`config.mk`:
```
export PLATFORM = sky130hd
export DESIGN_NAME = tmc_timer_top
export DESIGN_NICKNAME = d
export VERILOG_FILES = /design/src/include/tmc_pkg.sv /design/src/hdl/tmc_pin_sync.sv /design/src/hdl/tmc_irq_ctl.sv /design/src/hdl/tmc_timer_top.sv
export SDC_FILE = /design/constraint.sdc
export NUM_CORES = 1
export LEC_CHECK = 0
export BUFFER_PORTS_ARGS = -buffer_cell sky130_fd_sc_hd__buf_4
export CORE_ASPECT_RATIO = 1.4
export CORE_MARGIN = 4
export CORE_UTILIZATION = 57
export DETAILED_ROUTE_END_ITERATION = 10
export PLACE_DENSITY = 0.9
export SLEW_MARGIN = 30
export SYNTH_ARGS = -nofsm -noshare
export SYNTH_HDL_FRONTEND = slang
export SYNTH_SLANG_ARGS = --single-unit
```
`constraint.sdc`:
```
create_clock -name pclk -period 3.1 [get_ports pclk]
set_clock_uncertainty 0.1 [all_clocks]
set_input_delay 0.155 -clock pclk [delete_from_list [all_inputs] [get_ports pclk]]
set_output_delay 0.155 -clock pclk [all_outputs]
set_load 0.05 [all_outputs]
```
`src/include/tmc_pkg.sv`:
```
`default_nettype none
package tmc_pkg;
    // apb byte address is four times the register index
    localparam int unsigned ADDR_W = 12;
    localparam int unsigned IDX_W  = 10;

    // register indices
    localparam logic [9:0] IDX_RUN_FLAG   = 10'h088;
    localparam logic [9:0] IDX_MODE       = 10'h089;
    localparam logic [9:0] IDX_T0_LOW     = 10'h08a;
    localparam logic [9:0] IDX_T1_LOW     = 10'h08b;
    localparam logic [9:0] IDX_T0_HIGH    = 10'h08c;
    localparam logic [9:0] IDX_T1_HIGH    = 10'h08d;
    localparam logic [9:0] IDX_IRQ_STATUS = 10'h0a0;
    localparam logic [9:0] IDX_IRQ_ENABLE = 10'h0a1;
    localparam logic [9:0] IDX_IRQ_CLEAR  = 10'h0a2;

    // timer_mode_control fields
    localparam int unsigned MODE_GATE1 = 7;
    localparam int unsigned MODE_SRC1  = 6;
    localparam int unsigned MODE_SEL1  = 4;
    localparam int unsigned MODE_GATE0 = 3;
    localparam int unsigned MODE_SRC0  = 2;
    localparam int unsigned MODE_SEL0  = 0;

    // timer_run_flag_register fields
    localparam int unsigned RF_OVF1 = 7;
    localparam int unsigned RF_RUN1 = 6;
    localparam int unsigned RF_OVF0 = 5;
    localparam int unsigned RF_RUN0 = 4;

    // interrupt status/enable/clear fields
    localparam int unsigned IRQ_W    = 2;
    localparam int unsigned IRQ_OVF0 = 0;
    localparam int unsigned IRQ_OVF1 = 1;

    // mode field codes
    localparam logic [1:0] MODE_PRESCALE = 2'h0;
    localparam logic [1:0] MODE_WIDE     = 2'h1;
    localparam logic [1:0] MODE_RELOAD   = 2'h2;
    localparam logic [1:0] MODE_SPLIT    = 2'h3;

    // reset values
    localparam logic [7:0] MODE_RST  = 8'h00;
    localparam logic [7:0] COUNT_RST = 8'h00;

    // internal count tick: one pclk-enable pulse every TICK_DIV cycles
    localparam logic [3:0] TICK_DIV = 4'hc;
endpackage
`default_nettype wire

```
`src/hdl/tmc_pin_sync.sv`:
```
`timescale 1ns/10ps
`default_nettype none
module tmc_pin_sync
(
    input  wire logic pclk,
    input  wire logic presetn,
    input  wire logic pin_async,
    output logic      pin_level,
    output logic      pin_fall
);
    import tmc_pkg::*;

    typedef struct packed {
        logic meta;
        logic sync;
        logic prev;
    } tmc_sync_type;

    tmc_sync_type sync_r;
    tmc_sync_type sync_nxt;

    // two-stage synchroniser plus one stage of history
    always_comb
    begin
        sync_nxt      = sync_r;
        sync_nxt.meta = pin_async;
        sync_nxt.sync = sync_r.meta;
        sync_nxt.prev = sync_r.sync;
    end

    // idle high so release from reset makes no false edge
    always_ff @(posedge pclk or negedge presetn)
    begin
        if (!presetn)
            sync_r <= '1;
        else
            sync_r <= sync_nxt;
    end

    assign pin_level = sync_r.sync;
    // high then low sample
    assign pin_fall  = sync_r.prev & ~sync_r.sync;
endmodule
`default_nettype wire

```
`src/hdl/tmc_irq_ctl.sv`:
```
`timescale 1ns/10ps
`default_nettype none
module tmc_irq_ctl
(
    input  wire logic                      pclk,
    input  wire logic                      presetn,
    input  wire logic [tmc_pkg::IRQ_W-1:0] event_pulse,
    input  wire logic                      enable_we,
    input  wire logic [tmc_pkg::IRQ_W-1:0] enable_wdata,
    input  wire logic                      clear_we,
    input  wire logic [tmc_pkg::IRQ_W-1:0] clear_wdata,
    output logic      [tmc_pkg::IRQ_W-1:0] status,
    output logic      [tmc_pkg::IRQ_W-1:0] enable,
    output logic                           irq
);
    import tmc_pkg::*;

    typedef struct packed {
        logic [IRQ_W-1:0] status;
        logic [IRQ_W-1:0] enable;
    } tmc_irq_type;

    tmc_irq_type irq_r;
    tmc_irq_type irq_nxt;

    // write-one-to-clear; a new event in the same cycle wins
    always_comb
    begin
        irq_nxt = irq_r;
        if (clear_we)
            irq_nxt.status = irq_r.status & ~clear_wdata;
        irq_nxt.status = irq_nxt.status | event_pulse;
        if (enable_we)
            irq_nxt.enable = enable_wdata;
    end

    always_ff @(posedge pclk or negedge presetn)
    begin
        if (!presetn)
            irq_r <= '0;
        else
            irq_r <= irq_nxt;
    end

    assign status = irq_r.status;
    assign enable = irq_r.enable;
    // level output, drops once every enabled bit is cleared
    assign irq    = |(irq_r.status & irq_r.enable);
endmodule
`default_nettype wire

```
`src/hdl/tmc_timer_top.sv`:
```
// What this block does
// with qualify bit set, timer counts only while irq pin high and run set.
// with qualify bit clear, the irq pin is ignored; run bit alone enables.
// source bit clear counts internal ticks, set counts count-pin falling edges.
// mode bits 5:4 serve timer 1, bits 1:0 serve timer 0, modes 0-3.
// mode 0 uses low byte as 5-bit prescaler into 8-bit high byte.
// mode 1 joins high and low bytes into one 16-bit counter.
// mode 2 counts low byte, reloading it from high byte on overflow.
// mode 3 splits timer 0; high byte ticks under timer 1 run bit.
// timer 1 in mode 3 stops and holds its count.
// count bytes are software registers at indices 8a, 8b, 8c, 8d.
// overflow sets flag; service entry clears it; software may set or clear.
// software run bit switches each timer on or off, combined with qualify.
// count pins are synchronised; one increment per high-then-low sample pair.
`timescale 1ns/10ps
`default_nettype none
module tmc_timer_top
(
    input  wire logic                       pclk,
    input  wire logic                       presetn,
    input  wire logic                       psel,
    input  wire logic                       penable,
    input  wire logic                       pwrite,
    input  wire logic [tmc_pkg::ADDR_W-1:0] paddr,
    input  wire logic [31:0]                pwdata,
    output logic      [31:0]                prdata,
    output logic                            pready,
    output logic                            pslverr,
    input  wire logic                       count_input_pin_zero,
    input  wire logic                       count_input_pin_one,
    input  wire logic                       ext_irq_pin_zero_n,
    input  wire logic                       ext_irq_pin_one_n,
    input  wire logic                       ovf_ack_zero,
    input  wire logic                       ovf_ack_one,
    output logic                            timer0_overflow_flag,
    output logic                            timer1_overflow_flag,
    output logic                            irq
);
    import tmc_pkg::*;

    typedef struct packed {
        logic [7:0]  mode;
        logic [7:0]  t0_low;
        logic [7:0]  t0_high;
        logic [7:0]  t1_low;
        logic [7:0]  t1_high;
        logic        run0;
        logic        run1;
        logic        ovf0;
        logic        ovf1;
        logic [3:0]  tick_cnt;
        logic        tick;
        logic [31:0] rdata;
    } tmc_state_type;

    tmc_state_type state_r;
    tmc_state_type state_nxt;

    logic             t0_level;
    logic             t0_fall;
    logic             t1_level;
    logic             t1_fall;
    logic             gate0_level;
    logic             gate1_level;
    logic [IDX_W-1:0] idx;
    logic             mapped;
    logic             setup;
    logic             wr;
    logic [1:0]       sel0;
    logic [1:0]       sel1;
    logic             split0;
    logic             en0;
    logic             en1;
    logic             inc0;
    logic             inc1;
    logic             inc_t0_high;
    logic [16:0]      step0;
    logic [16:0]      step1;
    logic [8:0]       t0_high_sum;
    logic             ovf0_evt;
    logic             ovf1_evt;
    logic [IRQ_W-1:0] irq_status;
    logic [IRQ_W-1:0] irq_enable;
    logic [IRQ_W-1:0] irq_events;

    // one counting step: returns {overflow, high, low}
    function automatic logic [16:0] tmc_step
    (
        input logic [1:0] mode,
        input logic [7:0] low,
        input logic [7:0] high,
        input logic       inc
    );
        logic [16:0] res;
        logic [8:0]  sum;
        res = {1'b0, high, low};
        sum = 9'h000;
        if (inc)
        begin
            unique case (mode)
                // 5-bit prescale feeds 8-bit high byte
                MODE_PRESCALE:
                begin
                    if (low[4:0] == 5'h1f)
                    begin
                        sum = {1'b0, high} + 9'h001;
                        res = {sum[8], sum[7:0], low[7:5], 5'h00};
                    end
                    else
                        res = {1'b0, high, low[7:5], low[4:0] + 5'h01};
                end
                // full 16-bit count
                MODE_WIDE:
                    res = {1'b0, high, low} + 17'h00001;
                // reload low from high on overflow
                MODE_RELOAD:
                begin
                    if (low == 8'hff)
                        res = {1'b1, high, high};
                    else
                        res = {1'b0, high, low + 8'h01};
                end
                // low byte alone as 8-bit counter
                MODE_SPLIT:
                begin
                    sum = {1'b0, low} + 9'h001;
                    res = {sum[8], high, sum[7:0]};
                end
            endcase
        end
        return res;
    endfunction

    // count pins through synchroniser and edge detect
    tmc_pin_sync u_sync_t0
    (
        .pclk      (pclk),
        .presetn   (presetn),
        .pin_async (count_input_pin_zero),
        .pin_level (t0_level),
        .pin_fall  (t0_fall)
    );

    tmc_pin_sync u_sync_t1
    (
        .pclk      (pclk),
        .presetn   (presetn),
        .pin_async (count_input_pin_one),
        .pin_level (t1_level),
        .pin_fall  (t1_fall)
    );

    // gate pins only need the level, edges unused
    tmc_pin_sync u_sync_g0
    (
        .pclk      (pclk),
        .presetn   (presetn),
        .pin_async (ext_irq_pin_zero_n),
        .pin_level (gate0_level),
        .pin_fall  ()
    );

    tmc_pin_sync u_sync_g1
    (
        .pclk      (pclk),
        .presetn   (presetn),
        .pin_async (ext_irq_pin_one_n),
        .pin_level (gate1_level),
        .pin_fall  ()
    );

    // apb decode; zero wait states, so access completes at once
    assign idx    = paddr[ADDR_W-1:2];
    assign mapped = (paddr[1:0] == 2'h0) &&
                    ((idx >= IDX_RUN_FLAG && idx <= IDX_T1_HIGH) ||
                     (idx >= IDX_IRQ_STATUS && idx <= IDX_IRQ_CLEAR));
    assign setup  = psel & ~penable;
    assign wr     = psel & penable & pwrite & mapped;

    // mode field decode per timer
    assign sel0   = state_r.mode[MODE_SEL0 +: 2];
    assign sel1   = state_r.mode[MODE_SEL1 +: 2];
    assign split0 = (sel0 == MODE_SPLIT);

    // qualify bit makes the irq pin a count gate
    // clear qualify bit leaves run bit alone
    // run bit and gate form the count enable
    assign en0 = state_r.run0 & (~state_r.mode[MODE_GATE0] | gate0_level);
    assign en1 = state_r.run1 & (~state_r.mode[MODE_GATE1] | gate1_level);

    // internal tick or count-pin falling edge
    assign inc0 = en0 & (state_r.mode[MODE_SRC0] ? t0_fall : state_r.tick);
    // timer 1 frozen in mode 3
    assign inc1 = en1 & (sel1 != MODE_SPLIT) &
                  (state_r.mode[MODE_SRC1] ? t1_fall : state_r.tick);

    // split high byte runs on internal ticks under timer 1 run bit
    assign inc_t0_high = split0 & state_r.run1 & state_r.tick;
    assign t0_high_sum = {1'b0, state_r.t0_high} + 9'h001;

    assign step0 = tmc_step(sel0, state_r.t0_low, state_r.t0_high, inc0);
    assign step1 = tmc_step(sel1, state_r.t1_low, state_r.t1_high, inc1);

    // while timer 0 is split its high byte owns the timer 1 flag
    assign ovf0_evt = step0[16];
    assign ovf1_evt = split0 ? (inc_t0_high & t0_high_sum[8]) : step1[16];

    // next state: divider, counting, software writes, read capture
    always_comb
    begin
        state_nxt      = state_r;
        state_nxt.tick = 1'b0;
        if (state_r.tick_cnt == TICK_DIV - 4'h1)
        begin
            state_nxt.tick_cnt = 4'h0;
            state_nxt.tick     = 1'b1;
        end
        else
            state_nxt.tick_cnt = state_r.tick_cnt + 4'h1;

        state_nxt.t0_low  = step0[7:0];
        state_nxt.t0_high = split0 ? (inc_t0_high ? t0_high_sum[7:0] : state_r.t0_high)
                                   : step0[15:8];
        state_nxt.t1_low  = step1[7:0];
        state_nxt.t1_high = step1[15:8];

        // software writes override a count in the same cycle
        if (wr)
        begin
            unique case (idx)
                IDX_MODE:    state_nxt.mode    = pwdata[7:0];
                IDX_T0_LOW:  state_nxt.t0_low  = pwdata[7:0];
                IDX_T1_LOW:  state_nxt.t1_low  = pwdata[7:0];
                IDX_T0_HIGH: state_nxt.t0_high = pwdata[7:0];
                IDX_T1_HIGH: state_nxt.t1_high = pwdata[7:0];
                IDX_RUN_FLAG:
                begin
                    state_nxt.run0 = pwdata[RF_RUN0];
                    state_nxt.run1 = pwdata[RF_RUN1];
                    state_nxt.ovf0 = pwdata[RF_OVF0];
                    state_nxt.ovf1 = pwdata[RF_OVF1];
                end
                default:
                begin
                end
            endcase
        end

        // service entry clears, overflow sets and wins
        if (ovf_ack_zero)
            state_nxt.ovf0 = 1'b0;
        if (ovf_ack_one)
            state_nxt.ovf1 = 1'b0;
        state_nxt.ovf0 = state_nxt.ovf0 | ovf0_evt;
        state_nxt.ovf1 = state_nxt.ovf1 | ovf1_evt;

        // read data is caught in the setup phase, held through access
        if (setup)
        begin
            state_nxt.rdata = 32'h0000_0000;
            if (!pwrite && mapped)
            begin
                unique case (idx)
                    IDX_MODE:    state_nxt.rdata[7:0] = state_r.mode;
                    IDX_T0_LOW:  state_nxt.rdata[7:0] = state_r.t0_low;
                    IDX_T1_LOW:  state_nxt.rdata[7:0] = state_r.t1_low;
                    IDX_T0_HIGH: state_nxt.rdata[7:0] = state_r.t0_high;
                    IDX_T1_HIGH: state_nxt.rdata[7:0] = state_r.t1_high;
                    IDX_RUN_FLAG:
                    begin
                        state_nxt.rdata[RF_RUN0] = state_r.run0;
                        state_nxt.rdata[RF_RUN1] = state_r.run1;
                        state_nxt.rdata[RF_OVF0] = state_r.ovf0;
                        state_nxt.rdata[RF_OVF1] = state_r.ovf1;
                    end
                    IDX_IRQ_STATUS: state_nxt.rdata[IRQ_W-1:0] = irq_status;
                    IDX_IRQ_ENABLE: state_nxt.rdata[IRQ_W-1:0] = irq_enable;
                    default:
                    begin
                    end
                endcase
            end
        end
    end

    always_ff @(posedge pclk or negedge presetn)
    begin
        if (!presetn)
        begin
            state_r          <= '0;
            state_r.mode     <= MODE_RST;
            state_r.t0_low   <= COUNT_RST;
            state_r.t0_high  <= COUNT_RST;
            state_r.t1_low   <= COUNT_RST;
            state_r.t1_high  <= COUNT_RST;
        end
        else
            state_r <= state_nxt;
    end

    // overflow events into sticky status and the irq line
    assign irq_events[IRQ_OVF0] = ovf0_evt;
    assign irq_events[IRQ_OVF1] = ovf1_evt;

    tmc_irq_ctl u_irq
    (
        .pclk         (pclk),
        .presetn      (presetn),
        .event_pulse  (irq_events),
        .enable_we    (wr && idx == IDX_IRQ_ENABLE),
        .enable_wdata (pwdata[IRQ_W-1:0]),
        .clear_we     (wr && idx == IDX_IRQ_CLEAR),
        .clear_wdata  (pwdata[IRQ_W-1:0]),
        .status       (irq_status),
        .enable       (irq_enable),
        .irq          (irq)
    );

    assign prdata               = state_r.rdata;
    assign pready               = 1'b1;
    assign pslverr              = psel & penable & ~mapped;
    assign timer0_overflow_flag = state_r.ovf0;
    assign timer1_overflow_flag = state_r.ovf1;
endmodule
`default_nettype wire

```
==> metrics <==
Synth Area in Simple Gates 23.2%; Vias per Instance 6.69; Worst Path Required 3260 ps; Detailed Route Iter0 Violations 603; fmax 344 MHz; DRC Markers 0; min-delay worst type in2reg; Async SR Flop Fraction 100%; Adder-Cell Fraction of Synth Area 1.72%; mean post-synth cell area 8.63 um^2; I/O Buffers 42; io pins 92; wire length per cell 20.3 um; vias in the first global route 4768; P_leak 2.33 nW; Layout Utilization 66.4%; final hold vios 0; outcome finished clean; total core area 0.00866 mm^2; Critical Path Sink Type register; mux contribution to synthesized area 9.61%; Die ar. 0.0105 mm^2; Max Slew Vio Count 0; Initial Util 58.8%; critical path class reg2reg; Syn-to-layout area delta 12.9%; XOR/XNOR Fraction of Synth Area 2.41%; Final Cycle Share 93.7%; M2 GR Usage 49.2%; unrepaired setup endpoints after global routing no; instance count of the mapped netlist 590; total number of vias 4899; height of the die 120 um; global-route wire length before repair 23700 um; Final setup viols 0; root buf cell clkbuf_16; largest net degree at the start of global routing 72; Reg clk slew, reported paths 60 ps; Compound-Gate Fraction of Synth Area 19.2%; maximum clock path buffer count 2; fin area 0.00575 mm^2; Final min period 2900 ps; startpoint types register; TNS Setup 0 ps; GR Util All Layers 29.0%; placed cell area 0.00533 mm^2; layout cell share with drive strength beyond 1 19.0%; clk_lat worst skew 350 ps; #FFs+latches synth 71; synthesized area 0.00509 mm^2; CTS tree done; Seq/Total Area, Yosys 35.1%; largest family of logic cells by synthesized area simple AND/OR/NAND/NOR gates; Num Clock Sinks 71; Post-synth EDFFs 0; row count 40; Most Crowded Layer GR met2; DP HPWL 10500 um; initial antenna violation count 0; most common cell after layout, fill and taps aside dfrtp_1; Antenna Nets Post-Route 0; cts bufs inserted 9; Chip Width 87.9 um; H-Tree Level Count 3; hold_ws 14.5 ps; Max FO, Critical Path 8; Most used DFF post-synth dfrtp_1; Layout Nets 684; Netlist cell types 70; n_diodes 0; Worst-Margin Slew 652 ps; synth warn 0; GR Util met1 33.8%; Worst slew margin 56.4%; met3 GRT Util 5.01%; Overflow after GRT 0; most frequent cells in the layout dfrtp_1 (61), buf_4 (55), nand2_1 (54), nor2_1 (51), a21oi_1 (34); peak supply drop 388 uV; Detailed Route WL 14900 um; Arr. time, crit path 3060 ps; drt first pass iters 6; Final Wtd Congestion 1.01; pwr dens 377 mW/mm^2; max_cap viols 0
[power breakdown]
group	switching [W]	internal, W	total, W	leakage, nW
clock network	0.000458	0.000569	0.00103	0.144
logic	0.000147	0.0000531	0.000200	1.34
registers	0.00000290	0.000938	0.000941	0.839
[area by class of cell]
cell class	count	area, um^2
tap	105	131
timing repair buffer	67	534
sequential	71	1790
inverter	10	37.5
multi-input combinational	463	2960
fill	672	2910
clock buffer	9	225
clock inverter	7	70.1
[routing by layer]
metal | part of all wire (%) | vias up
met2 | 51 | 316
met4 | 6.4 | 0
li1 | - | 2174
met3 | 8.0 | 83
met5 | 0 | -
met1 | 35 | 2326
[timing repair]
action | 4_1_cts | 5_1_grt
setup endpoints to repair | 0 | 1
hold endpoints to repair | 73 | 0
buffers inserted | 0 | 0
hold buffers | 11 | 0
gates resized for setup | 0 | 1
[flip-flops by register name, summed over array words and instances, names as in the netlist]
name                  cells
u_sync_t1.sync_r          1
timer1_overflow_flag      1
u_sync_t0.sync_r          1
u_sync_g0.pin_level       1
u_sync_t0.pin_level       1
timer0_overflow_flag      1
u_sync_g1.pin_level       1
prdata                    8
u_sync_g1.sync_nxt        1
sel1                      2
u_irq.enable              2
u_sync_t1.pin_level       1
state_r                  43
u_sync_t1.sync_nxt        1
sel0                      2
u_sync_g0.sync_nxt        1
u_sync_t0.sync_nxt        1
u_irq.status              2
[cell families (layout without fill, tap and decap cells)]
logic type	Yosys count	count (layout)
muxes	45	45
xor gates and xnor gates	14	14
AOI/OAI and AO/OA	145	145
adders and majority gates	7	7
other	2	25
buffers and inverters	79	93
and+or+nand+nor	227	227
DFF	71	71
[final timing paths]
kind	slack, ps	endpoint	start	cells after the start
max	200	state_r[60]	state_r[66]	9
min	10	state_r[58]	pwdata[1]	3
max reg2reg	200	state_r[60]	state_r[66]	9
min reg2reg	250	u_sync_g0.pin_level	u_sync_g0.sync_nxt[1]	0
max in group asynchronous	2170	state_r[58]	presetn	2
min in group asynchronous	270	state_r[35]	presetn	2
[cell usage after synthesis (9+ instances only)]
cell type / count / area, um^2
a21oi_1: 34 / 170
a32oi_1: 11 / 96.3
and3_1: 9 / 56.3
buf_4: 35 / 263
clkbuf_1: 27 / 101
dfrtp_1: 61 / 1530
dfstp_2: 10 / 263
inv_1: 10 / 37.5
mux2_1: 9 / 101
mux2_2: 22 / 248
mux2i_1: 14 / 140
nand2_1: 54 / 203
nand3_1: 24 / 120
nor2_1: 51 / 191
nor2b_1: 11 / 68.8
nor3_1: 15 / 75.1
o21ai_0: 29 / 145
xnor2_1: 12 / 105
[critical path, cell delays in order (launching register included)]
cell and delay, ps:
dfrtp_1 470, ha_1 360, and3_1 200, ha_1 240, nor2b_1 250, a31oi_1 80
nor3_1 510, a211oi_1 170, a311o_1 280, o21ai_0 160
[stage by stage]
| step | total power, W | setup WS (ps) | std cells |
|---|---|---|---|
| 2_1_floorplan | 0.00109 | 671 | 613 |
| 3_3_place_gp | 0.00114 | 418 | 705 |
| 3_5_place_dp | 0.00114 | 305 | 705 |
| 4_1_cts | 0.00217 | 261 | 732 |
| 5_1_grt | 0.00224 | 85.1 | 732 |
| 6_report | 0.00217 | 196 | 732 |
Power figures use the tool's default switching activity.
